File: src/hdl/nrxho_pkg.sv
// Purpose: Shared constants and types for the receive header offload block
// Assumes: Wishbone classic register access, 32-bit data
// Notes: Header fields are little-endian 16-bit words after flags and gso type
`default_nettype none
package nrxho_pkg;
   // Sizes
   localparam int unsigned HDR_BYTES = 12;
   localparam int unsigned MAX_PKT_GSO = 65550;
   localparam int unsigned MAX_PKT_STD = 1514;
   // Register offsets (byte addresses)
   localparam logic [7:0] REG_FEAT = 8'h00;
   localparam logic [7:0] REG_STAT = 8'h04;
   localparam logic [7:0] REG_HDR0 = 8'h08;
   localparam logic [7:0] REG_HDR1 = 8'h0C;
   localparam logic [7:0] REG_HDR2 = 8'h10;
   localparam logic [7:0] REG_CTRL = 8'h14;
   // Feature bit positions
   localparam int unsigned F_CSUM = 0;
   localparam int unsigned F_TSO4 = 1;
   localparam int unsigned F_TSO6 = 2;
   localparam int unsigned F_UFO = 3;
   localparam int unsigned F_ECN = 4;
   localparam int unsigned F_MRG = 5;
   localparam int unsigned F_RSC = 6;
   localparam int unsigned F_CTRLQ = 7;
   localparam logic [7:0] FEAT_RESET = 8'h00;
   // Header flags
   localparam logic [7:0] FLAG_NEEDS_CSUM = 8'h01;
   localparam logic [7:0] FLAG_DATA_VALID = 8'h02;
   localparam logic [7:0] FLAG_RSC_INFO = 8'h04;
   // Segmentation types
   localparam logic [7:0] GSO_NONE = 8'h00;
   localparam logic [7:0] GSO_TCPV4 = 8'h01;
   localparam logic [7:0] GSO_UDP = 8'h03;
   localparam logic [7:0] GSO_TCPV6 = 8'h04;
   localparam logic [7:0] GSO_ECN = 8'h80;
   // Acknowledge values
   localparam logic [7:0] ACK_OK = 8'h00;
   localparam logic [7:0] ACK_ERR = 8'h01;
   localparam logic [31:0] UNMAPPED_READ = 32'h00000000;

   typedef struct packed {
      logic [7:0] flags;
      logic [7:0] gsoType;
      logic [15:0] hdrLen;
      logic [15:0] gsoSize;
      logic [15:0] csumStart;
      logic [15:0] csumOffset;
      logic [15:0] numBuffers;
   } nrxho_hdr_t;

   // Packet metadata from the receive classifier
   typedef struct packed {
      logic [16:0] length;
      logic [1:0] segKind;    // 0 none, 1 tcp4, 2 tcp6, 3 udp
      logic ecn;
      logic csumPartial;
      logic csumValid;
      logic [15:0] mss;
      logic [15:0] hdrLen;
      logic [15:0] csumStart;
      logic [15:0] csumOffset;
      logic [15:0] coalesced;
      logic [15:0] dupAcks;
   } nrxho_meta_t;

   typedef struct packed {
      logic [7:0] cls;
      logic [7:0] cmd;
      logic cmdOk;
   } nrxho_ctrl_t;
endpackage : nrxho_pkg
`default_nettype wire

File: src/hdl/nrxho_top.sv
// Purpose: Receive header builder, buffer placement and control queue ack
// Assumes: Classic Wishbone slave, one-cycle answer, single clock
// Notes: Features come from software; packet metadata from a classifier
`default_nettype none
module nrxho_top #(
   parameter int unsigned LEN_W = 17
) (
   input wire logic clock,                     // 100 MHz system clock
   input wire logic rst,                       // Synchronous reset
   // Wishbone classic slave
   input wire logic wb_cyc_i,                  // Cycle
   input wire logic wb_stb_i,                  // Strobe
   input wire logic wb_we_i,                   // Write enable
   input wire logic [7:0] wb_adr_i,            // Byte address
   input wire logic [3:0] wb_sel_i,            // Byte lanes
   input wire logic [31:0] wb_dat_i,           // Write data
   output logic [31:0] wb_dat_o,               // Read data
   output logic wb_ack_o,                      // Acknowledge
   // Packet metadata from classifier
   input wire logic pktValid,                  // Packet ready to place
   input wire nrxho_pkg::nrxho_meta_t pktMeta, // Packet description
   output logic pktReady,                      // Packet accepted
   // Posted receive buffers
   input wire logic bufValid,                  // Buffer offered
   input wire logic [LEN_W-1:0] bufLen,        // Its length
   output logic bufTake,                       // Buffer consumed
   output logic [LEN_W-1:0] bufFill,           // Bytes written
   // Completed header and used-ring release
   output nrxho_pkg::nrxho_hdr_t hdrOut,       // Header of first buffer
   output logic usedPost,                      // Release all buffers now
   output logic [15:0] usedCount,              // Number to release
   // Control queue command
   input wire logic ctrlValid,                 // Command fetched
   input wire nrxho_pkg::nrxho_ctrl_t ctrlIn,  // Class, command, verdict
   output logic ctrlAckValid,                  // Ack byte written
   output logic [7:0] ctrlAck,                 // Ack value
   output logic ctrlUsed                       // Control buffer returned
);
   typedef enum logic [1:0] {
      ST_IDLE = 2'b00,
      ST_PLACE = 2'b01,
      ST_POST = 2'b10
   } nrxho_state_t;

   logic [7:0] features;
   logic [15:0] dropCount;
   logic [15:0] ctrlCount;
   nrxho_state_t state;
   nrxho_pkg::nrxho_meta_t meta;
   nrxho_pkg::nrxho_hdr_t hdr;
   logic splitStart;
   logic splitDone;
   logic splitBusy;
   logic splitBig;
   logic [15:0] splitCount;
   logic ctrlPending;
   logic [7:0] pendAck;
   logic [16:0] limit;
   logic gsoOn;

   function automatic logic anyGso(input logic [7:0] f);
      anyGso = f[nrxho_pkg::F_TSO4] | f[nrxho_pkg::F_TSO6] | f[nrxho_pkg::F_UFO];
   endfunction : anyGso

   // ----------------------------------------
   // Header field construction
   // ----------------------------------------
   function automatic nrxho_pkg::nrxho_hdr_t buildHdr(
      input nrxho_pkg::nrxho_meta_t m,
      input logic [7:0] f
   );
      nrxho_pkg::nrxho_hdr_t h;
      logic segOk;
      h = '0;
      segOk = 1'b0;
      case (m.segKind)
         2'd1: segOk = f[nrxho_pkg::F_TSO4];
         2'd2: segOk = f[nrxho_pkg::F_TSO6];
         2'd3: segOk = f[nrxho_pkg::F_UFO];
         default: segOk = 1'b0;
      endcase
      // Checksum flags need the guest checksum feature
      if (f[nrxho_pkg::F_CSUM]) begin
         if (m.csumPartial) begin
            h.flags = h.flags | nrxho_pkg::FLAG_NEEDS_CSUM;
            h.csumStart = m.csumStart;
            h.csumOffset = m.csumOffset;
         end
         if (m.csumValid) begin
            h.flags = h.flags | nrxho_pkg::FLAG_DATA_VALID;
         end
         // Segmentation is only reported when checksum can be flagged too
         if (segOk) begin
            case (m.segKind)
               2'd1: h.gsoType = nrxho_pkg::GSO_TCPV4;
               2'd2: h.gsoType = nrxho_pkg::GSO_TCPV6;
               default: h.gsoType = nrxho_pkg::GSO_UDP;
            endcase
            if (m.ecn && f[nrxho_pkg::F_ECN] && m.segKind != 2'd3) begin
               h.gsoType = h.gsoType | nrxho_pkg::GSO_ECN;
            end
            h.flags = h.flags | nrxho_pkg::FLAG_NEEDS_CSUM;
            h.gsoSize = m.mss;
            h.csumStart = m.csumStart;
            h.csumOffset = m.csumOffset;
            if (f[nrxho_pkg::F_RSC]) begin
               h.flags = h.flags | nrxho_pkg::FLAG_RSC_INFO;
               h.csumStart = m.coalesced;
               h.csumOffset = m.dupAcks;
            end
         end
      end
      if (anyGso(f)) begin
         h.hdrLen = m.hdrLen;
      end
      buildHdr = h;
   endfunction : buildHdr

   assign gsoOn = anyGso(features);
   assign limit = gsoOn ? 17'(nrxho_pkg::MAX_PKT_GSO) : 17'(nrxho_pkg::MAX_PKT_STD);
   assign splitStart = (state == ST_IDLE) && pktValid && (pktMeta.length <= limit);

   // Segmented ECN packets without ECN support are dropped
   function automatic logic dropIt(
      input nrxho_pkg::nrxho_meta_t m,
      input logic [7:0] f,
      input logic [16:0] lim
   );
      dropIt = (m.length > lim)
         || (m.ecn && m.segKind != 2'd0 && !f[nrxho_pkg::F_ECN]);
   endfunction : dropIt

   nrxho_buf_splitter #(
      .LEN_W(LEN_W),
      .CNT_W(16)
   ) u_split (
      .clock(clock),
      .rst(rst),
      .start(splitStart && !dropIt(pktMeta, features, limit)),
      .total(LEN_W'(pktMeta.length + 17'(nrxho_pkg::HDR_BYTES))),
      .merge(features[nrxho_pkg::F_MRG]),
      .bufValid(bufValid),
      .bufLen(bufLen),
      .bufTake(bufTake),
      .bufFill(bufFill),
      .busy(splitBusy),
      .done(splitDone),
      .tooBig(splitBig),
      .count(splitCount)
   );

   // ----------------------------------------
   // Packet sequencing
   // ----------------------------------------
   always_ff @(posedge clock) begin
      if (rst) begin
         state <= ST_IDLE;
         meta <= '0;
         hdr <= '0;
         pktReady <= 1'b0;
         hdrOut <= '0;
         usedPost <= 1'b0;
         usedCount <= 16'h0000;
      end else begin
         pktReady <= 1'b0;
         usedPost <= 1'b0;
         case (state)
            ST_IDLE: begin
               if (pktValid && !pktReady) begin
                  pktReady <= 1'b1;
                  meta <= pktMeta;
                  hdr <= buildHdr(pktMeta, features);
                  if (!dropIt(pktMeta, features, limit)) begin
                     state <= ST_PLACE;
                  end
               end
            end
            ST_PLACE: begin
               if (splitDone) begin
                  state <= ST_POST;
               end
            end
            ST_POST: begin
               hdrOut <= hdr;
               // Count written into the first buffer's header
               hdrOut.numBuffers <= features[nrxho_pkg::F_MRG] ? splitCount
                                    : 16'h0001;
               usedCount <= splitCount;
               usedPost <= 1'b1;
               state <= ST_IDLE;
            end
            default: state <= ST_IDLE;
         endcase
      end
   end

   always_ff @(posedge clock) begin
      if (rst) begin
         dropCount <= 16'h0000;
      end else if (state == ST_IDLE && pktValid && !pktReady
                   && dropIt(pktMeta, features, limit)) begin
         dropCount <= dropCount + 16'h0001;
      end else if (state == ST_PLACE && splitDone && splitBig) begin
         dropCount <= dropCount + 16'h0001;
      end
   end

   // ----------------------------------------
   // Control queue acknowledge
   // ----------------------------------------
   always_ff @(posedge clock) begin
      if (rst) begin
         ctrlPending <= 1'b0;
         pendAck <= nrxho_pkg::ACK_OK;
         ctrlAckValid <= 1'b0;
         ctrlAck <= nrxho_pkg::ACK_OK;
         ctrlUsed <= 1'b0;
         ctrlCount <= 16'h0000;
      end else begin
         ctrlAckValid <= 1'b0;
         ctrlUsed <= 1'b0;
         if (ctrlPending) begin
            // Ack only after processing finished, then release the buffer
            ctrlAckValid <= 1'b1;
            ctrlAck <= pendAck;
            ctrlPending <= 1'b0;
         end else if (ctrlAckValid) begin
            ctrlUsed <= 1'b1;
         end else if (ctrlValid && features[nrxho_pkg::F_CTRLQ]) begin
            ctrlPending <= 1'b1;
            pendAck <= ctrlIn.cmdOk ? nrxho_pkg::ACK_OK : nrxho_pkg::ACK_ERR;
            ctrlCount <= ctrlCount + 16'h0001;
         end
      end
   end

   // ----------------------------------------
   // Wishbone register access
   // ----------------------------------------
   always_ff @(posedge clock) begin
      if (rst) begin
         features <= nrxho_pkg::FEAT_RESET;
      end else if (wb_cyc_i && wb_stb_i && wb_we_i && !wb_ack_o
                   && wb_adr_i == nrxho_pkg::REG_FEAT && wb_sel_i[0]) begin
         features <= wb_dat_i[7:0];
      end
   end

   always_ff @(posedge clock) begin
      if (rst) begin
         wb_ack_o <= 1'b0;
         wb_dat_o <= 32'h00000000;
      end else begin
         wb_ack_o <= wb_cyc_i && wb_stb_i && !wb_ack_o;
         case (wb_adr_i)
            nrxho_pkg::REG_FEAT: wb_dat_o <= {24'h000000, features};
            nrxho_pkg::REG_STAT: wb_dat_o <= {dropCount, 13'h0000, splitBusy,
                                              state};
            nrxho_pkg::REG_HDR0: wb_dat_o <= {hdrOut.hdrLen, hdrOut.gsoType,
                                              hdrOut.flags};
            nrxho_pkg::REG_HDR1: wb_dat_o <= {hdrOut.csumStart, hdrOut.gsoSize};
            nrxho_pkg::REG_HDR2: wb_dat_o <= {hdrOut.numBuffers, hdrOut.csumOffset};
            nrxho_pkg::REG_CTRL: wb_dat_o <= {ctrlCount, 8'h00, ctrlAck};
            default: wb_dat_o <= nrxho_pkg::UNMAPPED_READ;
         endcase
      end
   end
endmodule : nrxho_top
`default_nettype wire

File: src/hdl/nrxho_buf_splitter.sv
// Purpose: Spreads one packet plus header over posted receive buffers
// Assumes: Buffer lengths of at least the header size when merging
// Notes: Returns buffers only once the packet is placed whole or truncated
`default_nettype none
module nrxho_buf_splitter #(
   parameter int unsigned LEN_W = 17,
   parameter int unsigned CNT_W = 16
) (
   input wire logic clock,                // System clock
   input wire logic rst,                  // Synchronous reset
   input wire logic start,                // Begin placing a packet
   input wire logic [LEN_W-1:0] total,    // Header plus packet bytes
   input wire logic merge,                // Merged buffers allowed
   input wire logic bufValid,             // A posted buffer is offered
   input wire logic [LEN_W-1:0] bufLen,   // Length of offered buffer
   output logic bufTake,                  // Offered buffer consumed
   output logic [LEN_W-1:0] bufFill,      // Bytes written into it
   output logic busy,                     // Placement in progress
   output logic done,                     // Placement ended, whole or truncated
   output logic tooBig,                   // Single buffer too short
   output logic [CNT_W-1:0] count         // Buffers consumed
);
   logic [LEN_W-1:0] remain;

   always_ff @(posedge clock) begin
      if (rst) begin
         remain <= '0;
         busy <= 1'b0;
         done <= 1'b0;
         tooBig <= 1'b0;
         count <= '0;
         bufTake <= 1'b0;
         bufFill <= '0;
      end else begin
         done <= 1'b0;
         bufTake <= 1'b0;
         if (start && !busy) begin
            remain <= total;
            busy <= 1'b1;
            count <= '0;
            tooBig <= 1'b0;
         end else if (busy && bufValid && !bufTake) begin
            bufTake <= 1'b1;
            count <= count + 1'b1;
            if (remain <= bufLen) begin
               bufFill <= remain;
               busy <= 1'b0;
               done <= 1'b1;
            end else if (!merge) begin
               // Truncate rather than spill into a second chain
               bufFill <= bufLen;
               tooBig <= 1'b1;
               busy <= 1'b0;
               done <= 1'b1;
            end else begin
               bufFill <= bufLen;
               remain <= remain - bufLen;
            end
         end
      end
   end
endmodule : nrxho_buf_splitter
`default_nettype wire

File: config.mk
export PLATFORM = sky130hd
export DESIGN_NAME = nrxho_top
export DESIGN_NICKNAME = d
export VERILOG_FILES = /design/src/hdl/nrxho_pkg.sv /design/src/hdl/nrxho_top.sv /design/src/hdl/nrxho_buf_splitter.sv
export SDC_FILE = /design/constraint.sdc
export NUM_CORES = 1
export LEC_CHECK = 0
export BUFFER_PORTS_ARGS = -buffer_cell sky130_fd_sc_hd__buf_2
export CAP_MARGIN = 40
export CELL_PAD_IN_SITES_DETAIL_PLACEMENT = 0
export CELL_PAD_IN_SITES_GLOBAL_PLACEMENT = 1
export CORE_ASPECT_RATIO = 1.5
export CORE_MARGIN = 2
export CORE_UTILIZATION = 25
export DETAILED_ROUTE_END_ITERATION = 16
export PLACE_DENSITY_LB_ADDON = 0.25
export SLEW_MARGIN = 20
export SYNTH_ARGS = -nofsm -noshare
export SYNTH_HDL_FRONTEND = slang
export SYNTH_SLANG_ARGS = --single-unit
File: constraint.sdc
create_clock -name clock -period 4.5 [get_ports clock]
set_input_delay 0 -clock clock [delete_from_list [all_inputs] [get_ports clock]]
set_output_delay 0 -clock clock [all_outputs]
set_load 0.005 [all_outputs]
After elaboration in Yosys (flattened, before gate mapping)
Index checks and enable logic that the tools add are counted.
Widths: inputs -> output; s select.
{"block": "word_totals", "in_bits": 204, "romBits": 0, "ramBits": 0, "word_cells": 157, "memories": 0, "regBits": 342, "out_inout_bits": 175, "latch_bits": 0}
{"block": "classes", "magnitude_cmp": 3, "mux": 43, "div_mod_pow": 0, "reduce_logical": 47, "bitwise_logic": 9, "addsub": 5, "shift": 0, "mul": 0, "n_eq_ne": 16}
{"op": "$pmux 32 s6", "n": 1}
{"op": "$mux 17", "n": 6}
{"op": "$mux 48", "n": 2}
{"op": "$mux 16", "n": 4}
{"op": "$mux 32", "n": 2}
{"op": "$add 16x1->16 const B", "n": 3}
{"op": "$le 17x17->1", "n": 2}
{"op": "$logic_and 1x1->1", "n": 22}
{"op": "$mux 11", "n": 2}
{"op": "$add 17x4->17 const B", "n": 1}
{"op": "$gt 17x17->1", "n": 1}
{"op": "$mux 1", "n": 17}
{"op": "$sub 17x17->17", "n": 1}
{"op": "$eq 8x4->1 const B", "n": 2}
{"op": "$eq 8x5->1 const B", "n": 2}
{"op": "$reduce_and 3->1", "n": 4}
{"op": "$eq 8x3->1 const B", "n": 1}
{"op": "$logic_not 8->1", "n": 1}
{"op": "$mux 2", "n": 4}
{"op": "$mux 8", "n": 1}
{"op": "$reduce_bool 2->1", "n": 4}
{"op": "$not 1->1", "n": 7}
{"op": "$eq 2x2->1 const B", "n": 3}
{"op": "$logic_not 1->1", "n": 6}
{"op": "other kinds (14)", "n": 24}

Longest topological paths before layout
{"block": "logic_depth", "ltp_word": 10, "depth_mapped": 14, "ltp_nobuf": 10}

By module
Synthesis repeated with hierarchy kept, for this count alone.
{"block": "hier_totals", "cells_unflattened": 1729, "area_unflattened_um2": 13925.9}
{"mod": "nrxho_top", "n_inst": 1, "area_per_inst_um2": 10687.8, "cells_each": 1334, "seq_area_each_um2": 5124.9}
{"mod": "nrxho_buf_splitter", "n_inst": 1, "area_per_inst_um2": 3238.1, "cells_each": 395, "seq_area_each_um2": 1081.0}

Worst setup path before layout
No wires, ideal clock.
{"block": "synth_path", "path_type": "register to register", "start": "reg features[2]", "end": "reg dropCount[13]", "setup_slack_ps": 1301, "path_buffers": 3, "period_less_slack_ps": 3199, "setup_ps": 70, "arrival_time_ps": 3128, "required_time_ps": 4430, "path_stages_with_launch": 14, "cell_sequence": "dfxtp_1 > or3_1 > clkbuf_1 > clkbuf_1 > inv_1 > ha_1 > a21o_1 > a21oi_1 > o211ai_1 > a211oi_2 > or4_4 > buf_6 > or3_1 > a21oi_1"}
{"block": "synth_via", "elab_chain_cells": 7, "word_cells_on_any_way": 8, "cone_classes": "1 x order compare; 2 x mux; 2 x bitwise; 3 x reduce/logical"}
{"item": "from (decl)", "line_no": "nrxho_top.sv:45", "source": "logic [7:0] features;"}
{"item": "from (signal assigned)", "line_no": "nrxho_top.sv:242", "source": "features <= nrxho_pkg::FEAT_RESET;"}
{"item": "from (signal assigned)", "line_no": "nrxho_top.sv:245", "source": "features <= wb_dat_i[7:0];"}
{"item": "$or 1x1->1 * (2 in a row)", "line_no": "nrxho_top.sv:62", "source": "anyGso = f[nrxho_pkg::F_TSO4] | f[nrxho_pkg::F_TSO6] | f[nrxho_pkg::F_UFO];"}
{"item": "$mux 17 *", "line_no": "nrxho_top.sv:120", "source": "assign limit = gsoOn ? 17'(nrxho_pkg::MAX_PKT_GSO) : 17'(nrxho_pkg::MAX_PKT_STD);"}
{"item": "$gt 17x17->1 *", "line_no": "nrxho_top.sv:129", "source": "dropIt = (m.length > lim)"}
{"item": "$logic_or 1x1->1 *", "line_no": "nrxho_top.sv:130", "source": "|| (m.ecn && m.segKind != 2'd0 && !f[nrxho_pkg::F_ECN]);"}
{"item": "$logic_and 1x1->1 *", "line_no": "nrxho_top.sv:201", "source": "&& dropIt(pktMeta, features, limit)) begin"}
{"item": "$mux 16 / $reduce_bool 2->1 (equally long branches)"}
{"item": "to (signal assigned)", "line_no": "nrxho_top.sv:202", "source": "dropCount <= dropCount + 16'h0001;"}
{"item": "to (signal assigned)", "line_no": "nrxho_top.sv:204", "source": "dropCount <= dropCount + 16'h0001;"}
{"item": "to (decl)", "line_no": "nrxho_top.sv:46", "source": "logic [15:0] dropCount;"}
Every way passes the cells marked *; elsewhere a longest branch is shown, timed or not.
A chain may end at the register's enable or synchronous reset.

Worst setup path in the final report
{"block": "layout_path", "start": "reg features[1]", "end": "reg u_split.remain[1]"}
{"block": "layout_via", "elab_chain_cells": 10, "word_cells_on_any_way": 15, "cone_classes": "2 x order compare; 1 x eq/ne; 2 x mux; 2 x bitwise; 8 x reduce/logical"}
{"item": "$or 1x1->1 * (2 in a row)", "line_no": "nrxho_top.sv:62"}
{"item": "$mux 17 *", "line_no": "nrxho_top.sv:120"}
{"item": "$gt 17x17->1", "line_no": "nrxho_top.sv:129"}
{"item": "$logic_or 1x1->1", "line_no": "nrxho_top.sv:130"}
{"item": "$logic_not 1->1"}
{"item": "$logic_and 1x1->1 *", "line_no": "nrxho_top.sv:139", "source": ".start(splitStart && !dropIt(pktMeta, features, limit)),"}
{"item": "$logic_and 1x1->1 *", "line_no": "nrxho_buf_splitter.sv:37", "source": "if (start && !busy) begin"}
{"item": "$ne 2x1->1 (no line) / $reduce_bool 2->1 (equally long branches)"}
{"item": "$reduce_and 3->1 (no line)"}
{"item": "to (signal assigned)", "line_no": "nrxho_buf_splitter.sv:38", "source": "remain <= total;"}
{"item": "to (signal assigned)", "line_no": "nrxho_buf_splitter.sv:57", "source": "remain <= remain - bufLen;"}
{"item": "to (decl)", "line_no": "nrxho_buf_splitter.sv:23", "source": "logic [LEN_W-1:0] remain;"}
Marked as above.

==> summary.md <==
| Metric | Value |
|---|---|
| Transition at the pin with the smallest max-transition slack | `roughly 760 ps` |
| Clock period minus worst slack | `between 3000 and 4000 ps` |
| Wire length of the first global-routing pass | `about 81000 µm` |
| Proportion of synthesized area in mux cells | `under 10%` |
| Overall routing resource usage | `about 18%` |
| Compound-cell area share of the yosys netlist | `about a fifth` |
| Clock Path Buffers | `3` |
| Switching power share of the total | `around a quarter` |
| Arrival time of the worst setup path | `3760 ps` |
| Final core utilization | `between 30 and 40%` |
| Hold path cells | `4` |
| Clock-pin transition on the worst setup and hold timing paths | `roughly 60 ps` |
| Number of sinks on the clock net | `310` |
| Length of the first detailed-routing pass in iterations | `5` |
| Average wire per standard cell | `around 19 µm` |
| R2r worst-path depth | `9` |
| Number of pins exceeding their max-slew limit in the final report | `0` |
| Hold Crit Class | `in2reg` |
| Number of nets still failing antenna checks after routing | `0` |
| Power dissipated by switching net loads | `about 1500 µW` |
| Adder-cell share of the synthesized area | `under 10%` |
| Total Nets Final | `between 2k and 2.5k` |
| Data required time of the critical path | `4910 ps` |
| Ratio of final minimum period to clock period | `about 74%` |
| Horizontal die dimension | `about 200 µm` |
| Count of input and output buffers | `around 320` |
| Number of enable-type register cells in the synthesized netlist | `0` |
| Power per Cell Area | `approximately 340 mW/mm²` |
| Setup crit start kind | `flip-flop` |
| Peak clock frequency supported by timing | `about 300 MHz` |
| Buffer cell driving the clock tree root | `sky130_fd_sc_hd__clkbuf_16` |
| H-Tree Depth | `2` |
| Mean area per synthesized cell | `between 7 and 8 µm²` |
| Core Box Area | `0.05465 mm²` |
| Worst skew pair latency | `540 ps` |
| Setup violation total in the final timing report | `0` |
| Site Rows | `roughly 110` |
| Maximum number of pins on one net before global-route repair | `slightly below 100` |
| Xor and xnor fraction of the mapped netlist area | `between 3 and 4%` |
| Run status | `finished, final reports clean` |
| Wire length reported by the detailed router | `between 50000 and 60000 µm` |
| Gates resized, CTS repair | `0` |
| Distinct cell type count of the synthesized netlist | `68` |
| Biggest fanout along the worst timing path | `16` |
| Fraction of the yosys area taken by sequential cells | `roughly 45%` |
| Total negative slack | `0 ps` |
| Int Pwr | `4906 µW` |
| Via/cell ratio | `roughly 4.8` |
| Total count of hold-check failures in the final report | `0` |
| Most common library cell in the layout ignoring fill and taps | `sky130_fd_sc_hd__nand2_1` |
| Clock tree from TritonCTS | `done` |
| Combined area of all synthesized cells | `~0.014 mm²` |
| Antenna violations before repair | `8` |
| DP Area | `~0.016 mm²` |
| Largest voltage drop on the vdd net | `between 0.2 and 0.25 mV` |
| Synth async-reset ratio | `0%` |
| Fraction of the mapped netlist area in simple logic gates | `about 22%` |
| Post-layout instance area | `between 0.015 and 0.02 mm²` |
| Placed wire-length estimate | `approximately 40000 µm` |
| Total vias in the final route | `~14k` |
| Relative contribution of sequential cells to total power | `a little over two fifths` |
| Largest clock skew in the final design | `about 26 ps` |
| Number of instances in the synthesized netlist | `about 1.7k` |
| Number of warnings printed during yosys synthesis | `0` |
| Leading area contributor after synthesis | `sky130_fd_sc_hd__dfxtp_1` |
| Combinational cell fraction of total power | `about 8%` |
| Synth Register Bits | `310` |
| Max cap viols | `0` |
| Leakage dissipation | `0.007814 µW` |
| Effective utilization at floorplan | `roughly a quarter` |
| Number of CTS-inserted buffers | `36` |
| Aggregate global routing overflow | `0` |
| Flip-flop cell with the highest count after synthesis | `sky130_fd_sc_hd__dfxtp_1` |
| Most frequent cells in the layout | `sky130_fd_sc_hd__nand2_1, sky130_fd_sc_hd__buf_2, sky130_fd_sc_hd__dfxtp_1, sky130_fd_sc_hd__a21oi_1, sky130_fd_sc_hd__nor2_1` |
| Boundary Pins | `approximately 380` |
| Final estimated routing congestion in global placement | `0.8377` |
| Die span in y | `roughly 290 µm` |
| DRC marker count from the first detailed-route iteration | `746` |
| Cells taking the most area after synthesis | `sky130_fd_sc_hd__dfxtp_1, sky130_fd_sc_hd__a21oi_1, sky130_fd_sc_hd__nand2_1` |
| Relative slew margins | `roughly half` |
| Crit Path Class | `reg2reg` |
| Clock network fraction of design power | `48.5%` |
| Crit. End Element | `flip-flop` |
| Die ar. | `about 0.057 mm²` |
| Least setup slack across all paths after layout | `roughly 1100 ps` |
| Minimum setup slack after placement | `between 1000 and 1500 ps` |
| Area share of the leading cell type in the synthesized netlist | `between 40% and 50%` |
| Area growth from synthesis to layout | `36.63%` |
| Layout cell share with drive strength beyond 1 | `between 10% and 20%` |
| Residual DRC count | `0` |
| RSZ-0062 raised after global routing | `false` |
| Via count of the first global-routing pass | `approximately 13k` |
| Combinational family with the most area after synthesis | `simple AND/OR/NAND/NOR gates` |
sequential cells by signal, indices dropped and copies added, names as in the netlist, 2 cells and up:
register and count:
hdrOut 87, hdr 71, wb_dat_o 32, u_split.bufFill 17, u_split.remain 17, ctrlCount 16
dropCount 16, u_split.count 16, usedCount 16, features 8, state 2
metrics by stage:
step	cells	hold WS (ps)	power (µW)
after floorplan	1747	95.63	3108
after global placement	2648	185.5	3283
after detailed placement	2656	191.2	3296
after CTS	2868	4.335	6548
after global routing	2871	44.20	6698
final	2873	23.14	6444
cell usage after synthesis, drive strengths merged, types with 11 or more instances:
cell type and number:
a211oi 23, inv 37, ha 34, nand3 55, xor2 33, clkbuf 101, dfxtp 310, a21oi 260
mux2i 34, a22oi 57, o21ai 24, nand4 16, or3 12, nor2 181, nand2b 11, and3 19
xnor2 19, nand2 342, buf 31
layout make-up:
cell class | instances | area (µm²)
sequential | 310 | 6206
clock inverter | 12 | 178.9
fill | 5830 | 35770
antenna | 4 | 10.01
clock buffer | 51 | 1080
inverter | 38 | 142.6
tap | 695 | 869.6
timing repair buffer | 497 | 3413
multi-input combinational | 1266 | 6985
power groups by stage:
stage	sequential, µW	clock (µW)	combinational [µW]
floorplan	2840	0	266
global placement	2850	0	434
detailed placement	2850	0	448
CTS	2790	3230	534
global route	2790	3320	585
finish	2790	3130	529
worst paths after layout:
| path | startpoint | to | slack [ps] |
|---|---|---|---|
| hold / removal | pktMeta[117] | u_split.remain[16] | 20 |
| hold reg to reg | hdr[87] | hdrOut[87] | 440 |
| setup reg to reg | features[1] | u_split.remain[1] | 1150 |
| setup / recovery | features[1] | u_split.remain[1] | 1150 |
metal layers:
layer	global-route usage (%)	share of wire, %
met5	0	0.13
met4	7.336	3.8
met3	3.338	4.8
met2	33.58	51
met1	21.01	40
worst max-delay path, stage by stage (launching register included):
cell and delay, ps:
sky130_fd_sc_hd__dfxtp_1 340, sky130_fd_sc_hd__or3_1 570, sky130_fd_sc_hd__ha_1 410, sky130_fd_sc_hd__nand4_1 150, sky130_fd_sc_hd__nor4_1 340, sky130_fd_sc_hd__nand2_1 220, sky130_fd_sc_hd__o211ai_2 180, sky130_fd_sc_hd__and2_1 560
sky130_fd_sc_hd__nor4_1 120, sky130_fd_sc_hd__a311o_1 340
logic make-up (layout without fill, tap and decap cells):
family	Yosys count	in the layout
AOI/OAI and AO/OA	431	431
DFF	310	310
buffers and inverters	171	598
adders and majority gates	35	35
other	1	20
xor gates and xnor gates	52	52
muxes	34	34
and+or+nand+nor	698	698
what timing repair did:
item                      in CTS  in global routing
hold endpoints to repair     112                  0
hold buffers                 149                  0
setup buffers                  0                  0
(Power assumes the default switching activity.)
